<file path="src/shared/prfs_pkg.sv">
package prfs_pkg;
  // Timing constants
  localparam int unsigned CLK_MHZ = 100;
  localparam int unsigned CFG_REL_CYCLES = 32;
  localparam int unsigned SIGDET_MS = 3;
  localparam int unsigned SIGDET_CYCLES = SIGDET_MS * 1000 * CLK_MHZ;
  localparam int unsigned TXPLL_CYCLES = 127;
  localparam logic [2:0] RXSTAT_DETECTED = 3'h3;
  localparam int unsigned NUM_FUNC = 4;
  // Clock frequency codes (62.5/125/250 MHz as an encoded select)
  localparam logic [1:0] CLKSEL_62M5 = 2'h0;
  localparam logic [1:0] CLKSEL_125M = 2'h1;
  localparam logic [1:0] CLKSEL_250M = 2'h2;
  localparam logic [1:0] GEN1 = 2'h0;
  localparam logic [1:0] GEN2 = 2'h1;
  localparam logic [1:0] GEN3 = 2'h2;

  typedef enum logic [3:0] {
    PRFS_LT_QUIET = 4'h1,
    PRFS_LT_ACTIVE = 4'h2,
    PRFS_LT_POLL = 4'h4,
    PRFS_LT_IDLE = 4'h8
  } prfs_lt_e;

  typedef enum logic [3:0] {
    PRFS_RS_HOLD = 4'h1,
    PRFS_RS_WAIT = 4'h2,
    PRFS_RS_COUNT = 4'h4,
    PRFS_RS_RUN = 4'h8
  } prfs_rs_e;

  // Link configuration
  typedef struct packed {
    logic [3:0] width;
    logic [1:0] rate;
    logic wide_if;
  } prfs_cfg_s;

  // PHY status, receive side and transmit PLL lock
  typedef struct packed {
    logic phystatus;
    logic [2:0] rxstatus;
    logic sigdet;
    logic rx_locked;
    logic tx_locked;
  } prfs_phy_s;
endpackage

</file>
<file path="src/hdl/prfs_flr_chan.sv">
`timescale 1ns/1ps
// Per-function reset handshake
module prfs_flr_chan (
  input wire logic i_clk,
  input wire logic i_rst,
  input wire logic i_flr_req,
  input wire logic i_done,
  output logic o_clear_ctl,
  output logic o_active
);
  import prfs_pkg::*;
  logic active_r;
  logic active_nxt;
  logic clr_r;
  logic clr_nxt;

  always_comb
  begin
    clr_nxt = 1'b0;
    active_nxt = active_r;
    // clear then flag
    if (!active_r && !clr_r && i_flr_req)
      clr_nxt = 1'b1;
    if (clr_r)
      active_nxt = 1'b1;
    // completion releases
    else if (active_r && i_done)
      active_nxt = 1'b0;
  end

  always_ff @(posedge i_clk)
  begin
    if (i_rst)
    begin
      active_r <= 1'b0;
      clr_r <= 1'b0;
    end
    else
    begin
      active_r <= active_nxt;
      clr_r <= clr_nxt;
    end
  end

  assign o_clear_ctl = clr_r;
  assign o_active = active_r;
endmodule

</file>
<file path="src/hdl/prfs_sequencer.sv">
`timescale 1ns/1ps
// Overview of operation
// Resets derive from power-on and fundamental pins
// Hold resets until application clock in use
// Release config and soft reset after 32
// Then drop reset status to application
// Application reset released 32 cycles later
// Receive PLL lock moves Quiet to Active
// Detect done: status pulse with status 3
// Detection done moves Active to Polling
// Receive reset held until 3 ms detect
// Power-on release drops transceiver serdes reset
// Transmit reset waits 127 stable lock cycles
// Host stops traffic then writes reset bit
// Clear function controls, then flag reset active
// Application cleans up, then signals completion
// Completion deasserts function reset active
// Output clock follows width, rate, interface
// Downtrain keeps configured clock, throttles interface
// Application clock not slower than output clock
// Data link runs independent of PHY clock
// Output clock 62.5/125/250, application 125/250
// Application reset async assert, counted release
module prfs_sequencer (
  input wire logic i_clk,
  input wire logic i_rst,
  input wire logic i_por_n,
  input wire logic i_perst_n,
  input wire logic i_clk_inuse,
  input wire prfs_pkg::prfs_cfg_s i_cfg,
  input wire prfs_pkg::prfs_phy_s i_phy,
  input wire logic [3:0] i_link_width,
  input wire logic [prfs_pkg::NUM_FUNC-1:0] i_flr_req,
  input wire logic [prfs_pkg::NUM_FUNC-1:0] i_flr_done,
  output logic o_cfg_rst,
  output logic o_soft_rst,
  output logic o_reset_status,
  output logic o_serdes_rst,
  output logic o_rx_digrst,
  output logic o_tx_digrst,
  output prfs_pkg::prfs_lt_e o_ltssm,
  output logic [1:0] o_clk_sel,
  output logic o_throttle,
  output logic [prfs_pkg::NUM_FUNC-1:0] o_flr_clear,
  output logic [prfs_pkg::NUM_FUNC-1:0] o_flr_active
);
  import prfs_pkg::*;

  // PHY signals resynchronised
  logic [1:0] por_s_r;
  logic [1:0] perst_s_r;
  logic [1:0] inuse_s_r;
  logic [1:0] sigdet_s_r;
  logic [1:0] rxlk_s_r;
  logic [1:0] txlk_s_r;
  logic [1:0] phys_s_r;
  logic [2:0] rxst_a_r;
  logic [2:0] rxst_b_r;

  always_ff @(posedge i_clk)
  begin
    if (i_rst)
    begin
      por_s_r <= 2'h0;
      perst_s_r <= 2'h0;
      inuse_s_r <= 2'h0;
      sigdet_s_r <= 2'h0;
      rxlk_s_r <= 2'h0;
      txlk_s_r <= 2'h0;
      phys_s_r <= 2'h0;
      rxst_a_r <= 3'h0;
      rxst_b_r <= 3'h0;
    end
    else
    begin
      por_s_r <= {por_s_r[0], i_por_n};
      perst_s_r <= {perst_s_r[0], i_perst_n};
      inuse_s_r <= {inuse_s_r[0], i_clk_inuse};
      sigdet_s_r <= {sigdet_s_r[0], i_phy.sigdet};
      rxlk_s_r <= {rxlk_s_r[0], i_phy.rx_locked};
      txlk_s_r <= {txlk_s_r[0], i_phy.tx_locked};
      phys_s_r <= {phys_s_r[0], i_phy.phystatus};
      rxst_a_r <= i_phy.rxstatus;
      rxst_b_r <= rxst_a_r;
    end
  end

  // reset from pins
  logic pin_rst;
  assign pin_rst = !por_s_r[1] || !perst_s_r[1];

  // Hard reset release chain
  prfs_rs_e rs_r;
  prfs_rs_e rs_nxt;
  logic [5:0] rcnt_r;
  logic [5:0] rcnt_nxt;

  always_comb
  begin
    rs_nxt = rs_r;
    rcnt_nxt = rcnt_r;
    case (rs_r)
      PRFS_RS_HOLD:
        if (!pin_rst)
          rs_nxt = PRFS_RS_WAIT;
      // wait clock in use
      PRFS_RS_WAIT:
        if (inuse_s_r[1])
        begin
          rs_nxt = PRFS_RS_COUNT;
          rcnt_nxt = 6'h0;
        end
      // count 32 cycles
      PRFS_RS_COUNT:
      begin
        rcnt_nxt = rcnt_r + 6'h1;
        if (rcnt_r == 6'(CFG_REL_CYCLES - 1))
          rs_nxt = PRFS_RS_RUN;
      end
      PRFS_RS_RUN:
        rs_nxt = PRFS_RS_RUN;
      default:
        rs_nxt = PRFS_RS_HOLD;
    endcase
    if (pin_rst)
      rs_nxt = PRFS_RS_HOLD;
  end

  always_ff @(posedge i_clk)
  begin
    if (i_rst)
    begin
      rs_r <= PRFS_RS_HOLD;
      rcnt_r <= 6'h0;
    end
    else
    begin
      rs_r <= rs_nxt;
      rcnt_r <= rcnt_nxt;
    end
  end

  logic core_rst_r;
  logic status_r;
  always_ff @(posedge i_clk)
  begin
    if (i_rst)
    begin
      core_rst_r <= 1'b1;
      status_r <= 1'b1;
    end
    else
    begin
      core_rst_r <= (rs_nxt != PRFS_RS_RUN);
      // status follows release
      status_r <= core_rst_r;
    end
  end
  assign o_cfg_rst = core_rst_r;
  assign o_soft_rst = core_rst_r;
  assign o_reset_status = status_r;

  // serdes reset follows power-on
  logic serdes_rst_r;
  always_ff @(posedge i_clk)
  begin
    if (i_rst)
      serdes_rst_r <= 1'b1;
    else
      serdes_rst_r <= !por_s_r[1];
  end
  assign o_serdes_rst = serdes_rst_r;

  // transmit lock stability
  logic [6:0] txcnt_r;
  logic [6:0] txcnt_nxt;
  always_comb
  begin
    txcnt_nxt = txcnt_r;
    if (serdes_rst_r || !txlk_s_r[1])
      txcnt_nxt = 7'h0;
    else if (txcnt_r != 7'(TXPLL_CYCLES))
      txcnt_nxt = txcnt_r + 7'h1;
  end
  always_ff @(posedge i_clk)
  begin
    if (i_rst)
      txcnt_r <= 7'h0;
    else
      txcnt_r <= txcnt_nxt;
  end
  assign o_tx_digrst = (txcnt_r != 7'(TXPLL_CYCLES));

  // Link training
  prfs_lt_e lt_r;
  prfs_lt_e lt_nxt;
  logic det_done;
  // receiver detect complete
  assign det_done = phys_s_r[1] && (rxst_b_r == RXSTAT_DETECTED);

  always_comb
  begin
    lt_nxt = lt_r;
    case (lt_r)
      PRFS_LT_IDLE:
        if (!core_rst_r)
          lt_nxt = PRFS_LT_QUIET;
      // lock leaves quiet
      PRFS_LT_QUIET:
        if (rxlk_s_r[1])
          lt_nxt = PRFS_LT_ACTIVE;
      // detection to polling
      PRFS_LT_ACTIVE:
        if (det_done)
          lt_nxt = PRFS_LT_POLL;
      PRFS_LT_POLL:
        lt_nxt = PRFS_LT_POLL;
      default:
        lt_nxt = PRFS_LT_IDLE;
    endcase
    if (core_rst_r)
      lt_nxt = PRFS_LT_IDLE;
  end
  always_ff @(posedge i_clk)
  begin
    if (i_rst)
      lt_r <= PRFS_LT_IDLE;
    else
      lt_r <= lt_nxt;
  end
  assign o_ltssm = lt_r;

  // signal detect 3 ms stable
  logic [31:0] sdcnt_r;
  logic [31:0] sdcnt_nxt;
  logic rxrst_r;
  logic rxrst_nxt;
  always_comb
  begin
    sdcnt_nxt = sdcnt_r;
    rxrst_nxt = rxrst_r;
    if (lt_r != PRFS_LT_POLL || !sigdet_s_r[1])
    begin
      sdcnt_nxt = 32'h0;
      rxrst_nxt = 1'b1;
    end
    else if (sdcnt_r != 32'(SIGDET_CYCLES))
      sdcnt_nxt = sdcnt_r + 32'h1;
    else
      rxrst_nxt = 1'b0;
  end
  always_ff @(posedge i_clk)
  begin
    if (i_rst)
    begin
      sdcnt_r <= 32'h0;
      rxrst_r <= 1'b1;
    end
    else
    begin
      sdcnt_r <= sdcnt_nxt;
      rxrst_r <= rxrst_nxt;
    end
  end
  assign o_rx_digrst = rxrst_r;

  // clock select from configuration
  // configured values kept on downtrain
  logic [1:0] csel_r;
  logic [1:0] csel_nxt;
  logic thr_r;
  always_comb
  begin
    csel_nxt = CLKSEL_125M;
    if ((i_cfg.width == 4'h8 && i_cfg.rate == GEN3 && i_cfg.wide_if) ||
        (i_cfg.width == 4'h8 && i_cfg.rate == GEN2 && !i_cfg.wide_if) ||
        (i_cfg.width == 4'h4 && i_cfg.rate == GEN3 && !i_cfg.wide_if))
      csel_nxt = CLKSEL_250M;
    else if (i_cfg.width == 4'h1 && i_cfg.rate == GEN1)
      csel_nxt = CLKSEL_62M5;
  end
  always_ff @(posedge i_clk)
  begin
    if (i_rst)
    begin
      csel_r <= CLKSEL_125M;
      thr_r <= 1'b0;
    end
    else
    begin
      if (core_rst_r)
        csel_r <= csel_nxt;
      thr_r <= (lt_r == PRFS_LT_POLL) && (i_link_width < i_cfg.width);
    end
  end
  assign o_clk_sel = csel_r;
  assign o_throttle = thr_r;

  // function-level reset channels
  genvar g;
  generate
    for (g = 0; g < NUM_FUNC; g++)
    begin : g_flr
      prfs_flr_chan u_chan (
        .i_clk(i_clk),
        .i_rst(i_rst || core_rst_r),
        .i_flr_req(i_flr_req[g]),
        .i_done(i_flr_done[g]),
        .o_clear_ctl(o_flr_clear[g]),
        .o_active(o_flr_active[g])
      );
    end
  endgenerate
endmodule

</file>
<file path="config.mk">
export PLATFORM = sky130hd
export DESIGN_NAME = prfs_sequencer
export DESIGN_NICKNAME = d
export VERILOG_FILES = /design/src/shared/prfs_pkg.sv /design/src/hdl/prfs_flr_chan.sv /design/src/hdl/prfs_sequencer.sv
export SDC_FILE = /design/constraint.sdc
export NUM_CORES = 1
export LEC_CHECK = 0
export BUFFER_PORTS_ARGS = -buffer_cell sky130_fd_sc_hd__buf_2
export CORE_MARGIN = 8
export CORE_UTILIZATION = 40
export CTS_BUF_LIST = sky130_fd_sc_hd__clkbuf_8
export DETAILED_ROUTE_END_ITERATION = 16
export PLACE_DENSITY = 0.66
export RECOVER_POWER = 100
export SLEW_MARGIN = 20
export SYNTH_ARGS = -nofsm -noshare
export SYNTH_HDL_FRONTEND = slang
export SYNTH_SLANG_ARGS = --single-unit
</file>
<file path="constraint.sdc">
create_clock -name i_clk -period 1.82 [get_ports i_clk]
set_input_delay 0.546 -clock i_clk [delete_from_list [all_inputs] [get_ports i_clk]]
set_output_delay 0.546 -clock i_clk [all_outputs]
set_load 0.02 [all_outputs]
</file>
Word level (Yosys, flattened, before mapping)

Index checks and enable logic that the tools add are counted.

Magnitude comparators: 1
Add/sub/neg operators: 3
Equal/unequal tests: 22
Mux-type cells: 23
Reductions and logical operators: 51

Operator list:

| kind                    | number |
|---|---|
| $add A32 B1 Y32 const B | 1 |
| $ne A32 B19 Y1 const B  | 1 |
| $pmux W4 S4             | 2 |
| $logic_and A1 B1 Y1     | 21 |
| $mux W4                 | 5 |
| $logic_not A1 Y1        | 13 |
| $mux W1                 | 13 |
| $eq A4 B1 Y1 const B    | 3 |
| $eq A4 B3 Y1 const B    | 3 |
| $eq A4 B4 Y1 const B    | 3 |
| $pmux W6 S2             | 1 |
| $reduce_bool A2 Y1      | 5 |
| $eq A4 B2 Y1 const B    | 2 |
| $add A7 B1 Y7 const B   | 1 |
| $ne A7 B7 Y1 const B    | 1 |
| $add A6 B1 Y6 const B   | 1 |
| $eq A6 B5 Y1 const B    | 1 |
| $logic_or A1 B1 Y1      | 6 |
| $mux W6                 | 1 |
| $ne A2 B2 Y1 const B    | 3 |
| $reduce_or A2 Y1        | 3 |
| $lt A4 B4 Y1            | 1 |
| $ne A4 B3 Y1 const B    | 1 |
| $ne A4 B4 Y1 const B    | 1 |
| other kinds (6)         | 7 |

Logic and storage cells: 128
Output and inout port bits: 21
Input bits: 31
Flip-flop bits (word level): 88

Logic depth before layout (Yosys ltp)

Gate-level depths: netlist (run 1).

Word-level depth: 6
Gate-level depth with buffers: 7
Depth with buffers taken out: 6

Modules after synthesis

A second synthesis (run 1) with hierarchy kept.

Cells, all modules: 411
Area, all modules: 3747.3 um^2

Modules (own cells, without submodules):

| module         | times used | cells an instance | seq. area each (um^2) | area an instance (um^2) |
|---|---|---|---|---|
| prfs_sequencer | 1          | 387               | 1601.5                | 3467.1 |
| prfs_flr_chan  | 4          | 6                 | 40.0                  | 70.1 |

Least setup slack after synthesis (run 1)

No wires, ideal clock.

Kind: register -> output
Start point: register txcnt_r[0]
End point: output port o_tx_digrst
Slack: 49 ps
Data required time: 1274 ps
Buffers on the path: 1
Arrival time: 1225 ps
Cell stages (with the launch flop): 5
Cell sequence: dfxtp_1 > ha_1 > and3_1 > clkbuf_1 > nand4_1

Word-level cells in the longest chain between the ends: 1

Ends and longest elaborated chain:

| element                | line                  | RTL |
|---|---|---|
| start, declared        | prfs_sequencer.sv:175 | `logic [6:0] txcnt_r;` |
| start signal, assigned | prfs_sequencer.sv:190 | `txcnt_r <= txcnt_nxt;` |
| $ne A7 B7 Y1           | prfs_sequencer.sv:192 | `assign o_tx_digrst = (txcnt_r != 7'(TXPLL_CYCLES));` |
| end, declared          | prfs_sequencer.sv:40  | `output logic o_tx_digrst,` |

Every way passes these cells.

Worst setup path after layout (run 1)

Ends and elaborated chain as after synthesis.

==> out/qor.yml, run 1 <==
placed_design:
  placed_cells: 586
  port_buffers: 51
  hpwl_um: 5820
  gp_congestion: 0.806
  place_area_sq_um: 4340
  place_ws_ns: -0.108
synth:
  syn_area_sq_um: 3790
  async_flop_share: 0
  synth-adder-area-share: 0.0231
  synth-xor-area-share: 0.0347
  synth_top_family_by_area: "simple AND/OR/NAND/NOR gates"
  synthSimpleGateAreaFrac: 0.281
  syn_area_per_cell_sq_um: 9.24
  seq_area_frac_synth: 0.465
  netlist_instances: 410
  synth_top_flop_cell: "dfxtp_1"
  muxShareOfSynthArea: 0.00793
  yosys_warnings: 0
  synth.distinct_cells: 46
  synth_compound_area_frac: 0.135
  syn_nets: 448
  ys_seq_elements: 88
  synth-edff-count: 0
setup_path:
  r2r_cells: 5
  crit_path_end_kind: "primary output"
  worstPathArrival_ns: 1.32
  path_class: "flip-flop to primary output"
  worstPathRequired_ns: 1.27
  ff2ff_setup_slack_ns: 0.11
  cp_max_fo: 2
  cp-start-kind: "flip-flop"
power_and_ir_drop:
  total_power_uw: 3240
  power_density_nw_per_um2: 711
  peakVddDrop_mv: 0.313
  power_leakage_uw: 0.00165
die:
  dieArea_sq_um: 12800
  fp-row-count: 35
  die_width_um: 113
  core_area_sq_um: 9200
  num_io_pins: 52
  start_util: 0.412
  die_y_um: 113
clock_network:
  worstSkewPairLatency_ns: 0.36
  htreeDepth: 3
  root_buffer: "clkbuf_8"
  ctsHoldBuffers: 0
  clock_path_buffers: 2
  clk_pin_slew_ns: 0.09
  cts_made_buffers: 9
  cts.sinks: 88
  cts_tree: "done"
global_route:
  grt_max_degree: 31
  grt_pass1_wl_um: 13300
  globalRouteTotalUtil: 0.125
  antenna_found_initial: 0
  gr-total-overflow: 0
  grt_pass1_vias: 3027
drt:
  antenna_left: 0
  initialDrtViolationCount: 157
  wl_per_cell_um: 13.3
  dr.pass1.iters: 4
  avgViaCountPerCell: 5.34
  drc_errors: 0
  drt-total-wl_um: 8060
  num_vias: 3234
cells_and_area:
  utilization: 0.496
  area_growth_pct: 20.3
  drive_gt1_frac: 0.204
  final-instance-count-excl-fill: 606
  antenna_cells: 0
  design_area_sq_um: 4560
  nFillCells: 877
  layout.nets: 529
job:
  drv_cap: 0
timing:
  hold_viol_final: 0
  rsz0062_at_grt: "yes"
  finalSetupViolations: 1
  fmax_ghz: 0.535
  fin_skew_ns: 0.00710
  final.min_clock_period_ns: 1.87
  period_share: 1.03
  setup_ws_ns: -0.0486
  tightestPinTransition_ns: 0.863
  maxSlewHeadroom: 0.425
  slew_violations: 0
hold_path:
  hold_path.class: "input port to flip-flop"
  holdPathStages: 2
outcome:
  violations: "negative setup slack"
  outcome: "finished, violations left"
## synth_stat cells, drive strengths merged (7+ instances only)
cell type  number  area (sq um)
buf            12          97.6
a21oi          31           155
nor2b          21           131
dfxtp          88          1760
nand3          17          85.1
and4            8          70.1
ha              7          87.6
nor3            7          35.0
nand4          17           121
o31ai          12          90.1
o21ai          19          95.1
xor2           10          87.6
nand2          15          56.3
or4            12          90.1
clkbuf         12          45.0
inv            16          60.1
or3             8          50.1
nor2           25          93.8
nor4b          10          93.8
## state kept, by name, summed over array words and instances (netlist names), 3 cells and up
signal	cells
sdcnt_r	32
rxst_a_r	3
rs_r	4
rxst_b_r	3
g_flr.u_chan.o_clear_ctl	4
rcnt_r	6
g_flr.u_chan.o_active	4
txcnt_r	7
o_ltssm	4
## critical path: stages (launching register included)
cell     delay [ns]
dfxtp_2        0.36
ha_4           0.13
and3_4         0.18
nand4_1        0.13
buf_6          0.16
## stage by stage
stage / setup TNS [ns] / hold slack, ns
floorplan: 0 / 0.359
global placement: -0.0717 / 0.385
detailed placement: -0.108 / 0.393
CTS: -0.0783 / 0.376
global route: -0.148 / 0.382
finish: -0.0486 / 0.392
## cells by family after synthesis
family	after synthesis
compound gates	84
mux	3
buf+inv	40
flops	88
simple gates	173
fa+ha+maj	7
xor+xnor	15
## worst paths after layout
path	endpoint	startpoint
max	o_tx_digrst	txcnt_r[0]$_SDFFE_PP0P_
min	phys_s_r[0]$_SDFF_PP0_	i_phy[6]
max reg2reg	sdcnt_r[20]$_SDFFE_PP0P_	sdcnt_r[11]$_SDFFE_PP0P_
min reg2reg	o_serdes_rst$_SDFF_PP1_	por_s_r[1]$_SDFF_PP0_
## final cells by class
class | count | area (sq um) | area share
multi-input cells | 283 | 1860 | 0.409
inverters | 16 | 60.1 | 0.0132
well taps | 111 | 139 | 0.0305
clock buffers | 9 | 124 | 0.0272
clock inverters | 6 | 46.3 | 0.0102
flip-flops and latches | 88 | 1760 | 0.387
repair buffers | 93 | 561 | 0.123
## report_power, final
| group | leakage, uW | switching (uW) | internal, uW | total (uW) |
|---|---|---|---|---|
| Combinational | 0.000847 | 40.3 | 51.6 | 91.9 |
| Clock | 0.0000870 | 698 | 497 | 1190 |
| Sequential | 0.000714 | 6.87 | 1950 | 1950 |
## layout by cell type (no fill, tap or decap), types with 9 or more instances in the layout
cell | synthesis | final
nand4_1 | 16 | 16
xor2_1 | 10 | 10
buf_2 | 0 | 33
o31ai_1 | 12 | 12
nor2b_1 | 21 | 21
or4_1 | 12 | 12
o21ai_0 | 19 | 19
buf_4 | 10 | 39
inv_1 | 16 | 16
a21oi_1 | 31 | 31
clkbuf_8 | 0 | 9
clkbuf_1 | 12 | 19
dfxtp_1 | 88 | 86
nor2_1 | 25 | 25
nor4b_1 | 9 | 9
nand3_1 | 17 | 17
nand2_1 | 15 | 15
## repair_timing
item	CTS	global route
cloned	0	1
gates resized for setup	7	5
buffers inserted	3	1
endpoints found under the setup margin	1	12
pin swaps	1	3
## routing by layer
layer,part of all wire,GRT usage
met1,0.48,0.151
met2,0.47,0.202
met3,0.046,0.0378
met4,0.013,0.0488
met5,0,0
Note: power is estimated with default switching activity, not from simulation.
==> run 2: changes to the inputs <==
- PLACE_DENSITY: 0.66 -> default
- PLACE_DENSITY_LB_ADDON: default -> 0.2
==> run 2 against run 1 <==
  * Clock power rose by 29%
  * Total power rose by 11%
  * Flip-flop and latch count unchanged
  * Final area rose by 1.6%
  * Utilization up 0.78 points
  * Final cell count up 1.3%
  * Sequential share of layout area fell by 0.60 points
  * Worst setup slack worse by 0.019 ns
  * Combinational power grew 3.0%
  * Die area did not move
  * The run still ends with negative setup slack left
  * Sequential power is essentially flat
  * Count of clock-buffer cells in the layout is the same
==> out/qor.yml, run 2 (synthesized netlist as in run 1, its figures left out) <==
cells_and_area:
  top_register: "sdcnt_r"
  largest_reg_flops: 32  # unchanged
  drive_gt1_frac: 0.201  # -0.00325
  final_common_cell: "dfxtp_1"
  layout.nets: 536  # +1.3%
  final-instance-count-excl-fill: 614  # +1.3%
  utilization: 0.503  # +0.00776
  largestRegisters: "sdcnt_r x32, txcnt_r x7, rcnt_r x6"
  antenna_cells: 0  # unchanged
  design_area_sq_um: 4630  # +1.6%
  register_area_sq_um: 1760  # unchanged
  final_cell_mix: "86 x dfxtp_1, 40 x buf_4, 31 x a21oi_1, 30 x buf_2"
  multiInputGateArea_sq_um: 1850  # -0.60%
  area_growth_pct: 22.2
  nFillCells: 883  # +0.68%
die:
  num_io_pins: 52  # unchanged
  die_width_um: 113  # unchanged
  fp-row-count: 35  # unchanged
  dieArea_sq_um: 12800  # unchanged
  start_util: 0.412  # unchanged
  core_area_sq_um: 9200  # unchanged
  die_y_um: 113  # unchanged
power_and_ir_drop:
  power_leakage_uw: 0.00168  # +2.1%
  total_power_uw: 3590  # +11%
  peakVddDrop_mv: 0.427  # +36%
  power_density_nw_per_um2: 776  # +9.2%
hold_path:
  hold_path.class: "flip-flop to flip-flop"
  hold_end: "o_serdes_rst$_SDFF_PP1_"
  worstHoldStart: "por_s_r[1]$_SDFF_PP0_"
  holdPathStages: 1  # -1
placed_design:
  place_area_sq_um: 4350  # +0.23%
  gp_congestion: 0.822  # +2.0%
  hpwl_um: 5960  # +2.4%
  placed_cells: 589  # +0.51%
  port_buffers: 51  # unchanged
clock_network:
  ctsHoldBuffers: 0  # unchanged
  clock_path_buffers: 2  # unchanged
  worstSkewPairLatency_ns: 0.35  # about the same
  root_buffer: "clkbuf_8"
  htreeDepth: 3  # unchanged
  cts.sinks: 88  # unchanged
  cts_tree: "done"
  clk_pin_slew_ns: 0.10  # about the same
  cts_made_buffers: 9  # unchanged
drt:
  dr.pass1.iters: 5  # +1
  num_vias: 3292  # +1.8%
  avgViaCountPerCell: 5.36  # +0.47%
  antenna_left: 0  # unchanged
  wl_per_cell_um: 13.6  # +2.2%
  initialDrtViolationCount: 143  # -8.9%
  drc_errors: 0  # unchanged
  drt-total-wl_um: 8350  # +3.6%
timing:
  maxSlewHeadroom: 0.592  # +0.167
  finalSetupViolations: 1  # unchanged
  slew_violations: 0  # unchanged
  fmax_ghz: 0.530  # -0.99%
  setup_ws_ns: -0.0673  # -0.0187 ns
  fin_skew_ns: 0.0154  # +0.00826 ns
  tightestPinTransition_ns: 0.612  # -0.251 ns
  hold_viol_final: 0  # unchanged
  period_share: 1.04  # +0.0103
  whs_ns: 0.396  # +0.00429 ns
  rsz0062_at_grt: "yes"
  final.min_clock_period_ns: 1.89  # +0.0187 ns
global_route:
  grt_pass1_wl_um: 14000  # +5.8%
  gr-total-overflow: 0  # unchanged
  antenna_found_initial: 0  # unchanged
  grt_max_degree: 31  # unchanged
  globalRouteTotalUtil: 0.130  # +0.00574
  grt_pass1_vias: 3217  # +6.3%
setup_path:
  worstPathRequired_ns: 1.27  # about the same
  path_class: "flip-flop to primary output"
  cp_max_fo: 3  # +1
  crit_path_end_kind: "primary output"
  timing.rr.end: "sdcnt_r[22]$_SDFFE_PP0P_"
  cp-start-kind: "flip-flop"
  worstPathArrival_ns: 1.34  # +0.02 ns
  ff2ff_setup_slack_ns: 0.08  # -0.03 ns
  r2r_cells: 5  # unchanged
  rr_startpoint: "sdcnt_r[11]$_SDFFE_PP0P_"
outcome:
  outcome: "finished, violations left"
  violations: "negative setup slack"
job:
  drv_cap: 0  # unchanged
## run 2: changes by cell type in the layout (fill, tap and decap cells not counted), moves of 2 or more
cell       delta
buf_2         -3
inv_6         +4
clkbuf_1      +6
clkinv_4      -2
clkinv_2      -2
clkbuf_4      +3
bufinv_16     +2
## run 2: final cells by class
| class | count | area share |
|---|---|---|
| well taps | 111 | 0.0300 |
| repair buffers | 100 | 0.126 |
| clock buffers | 9 | 0.0268 |
| clock inverters | 7 | 0.0230 |
| inverters | 16 | 0.0130 |
| multi-input cells | 283 | 0.400 |
| flip-flops and latches | 88 | 0.381 |
## run 2: worst max-delay path, stage by stage, from the launching register on
cell and delay [ns]:
dfxtp_2 0.36, ha_4 0.13, and3_4 0.18, nand4_1 0.14
buf_6 0.17
## run 2: worst max-delay path by stage
stage | from | to | depth (start not counted)
after detailed placement | i_cfg[2] | o_clk_sel[0]$_SDFFE_PP1P_ | 5
after CTS | txcnt_r[1]$_SDFFE_PP0P_ | o_tx_digrst | 4
after floorplan | txcnt_r[0]$_SDFFE_PP0P_ | o_tx_digrst | 4
after global placement | i_cfg[2] | o_clk_sel[0]$_SDFFE_PP1P_ | 5
after global routing | txcnt_r[1]$_SDFFE_PP0P_ | o_tx_digrst | 4
final | txcnt_r[1]$_SDFFE_PP0P_ | o_tx_digrst | 4
## run 2: metrics by stage
step | TNS [ns] | setup slack (ns)
after floorplan | 0 | 0.0493
after global placement | -0.132 | -0.0749
after detailed placement | -0.239 | -0.121
after CTS | -0.0635 | -0.0635
after global routing | -0.252 | -0.133
final | -0.0673 | -0.0673
## run 2: timing repair
action,in CTS,in global routing
setup buffers,7,2
gates resized for setup,8,4
setup endpoints to repair,1,9
gates cloned,0,1
pin swaps,0,3
## run 2: report_power, final
part | switching [uW] | internal [uW]
sequential | 6.67 | 1950
combinational | 42.3 | 52.4
clock | 741 | 803
## run 2: routing by layer
metal	vias to the layer above	part of all wire	GRT usage
li1	1677	-	-
met1	1538	0.48	0.159
met2	67	0.45	0.211
met3	10	0.052	0.0405
met4	0	0.015	0.0471
met5	-	0	0
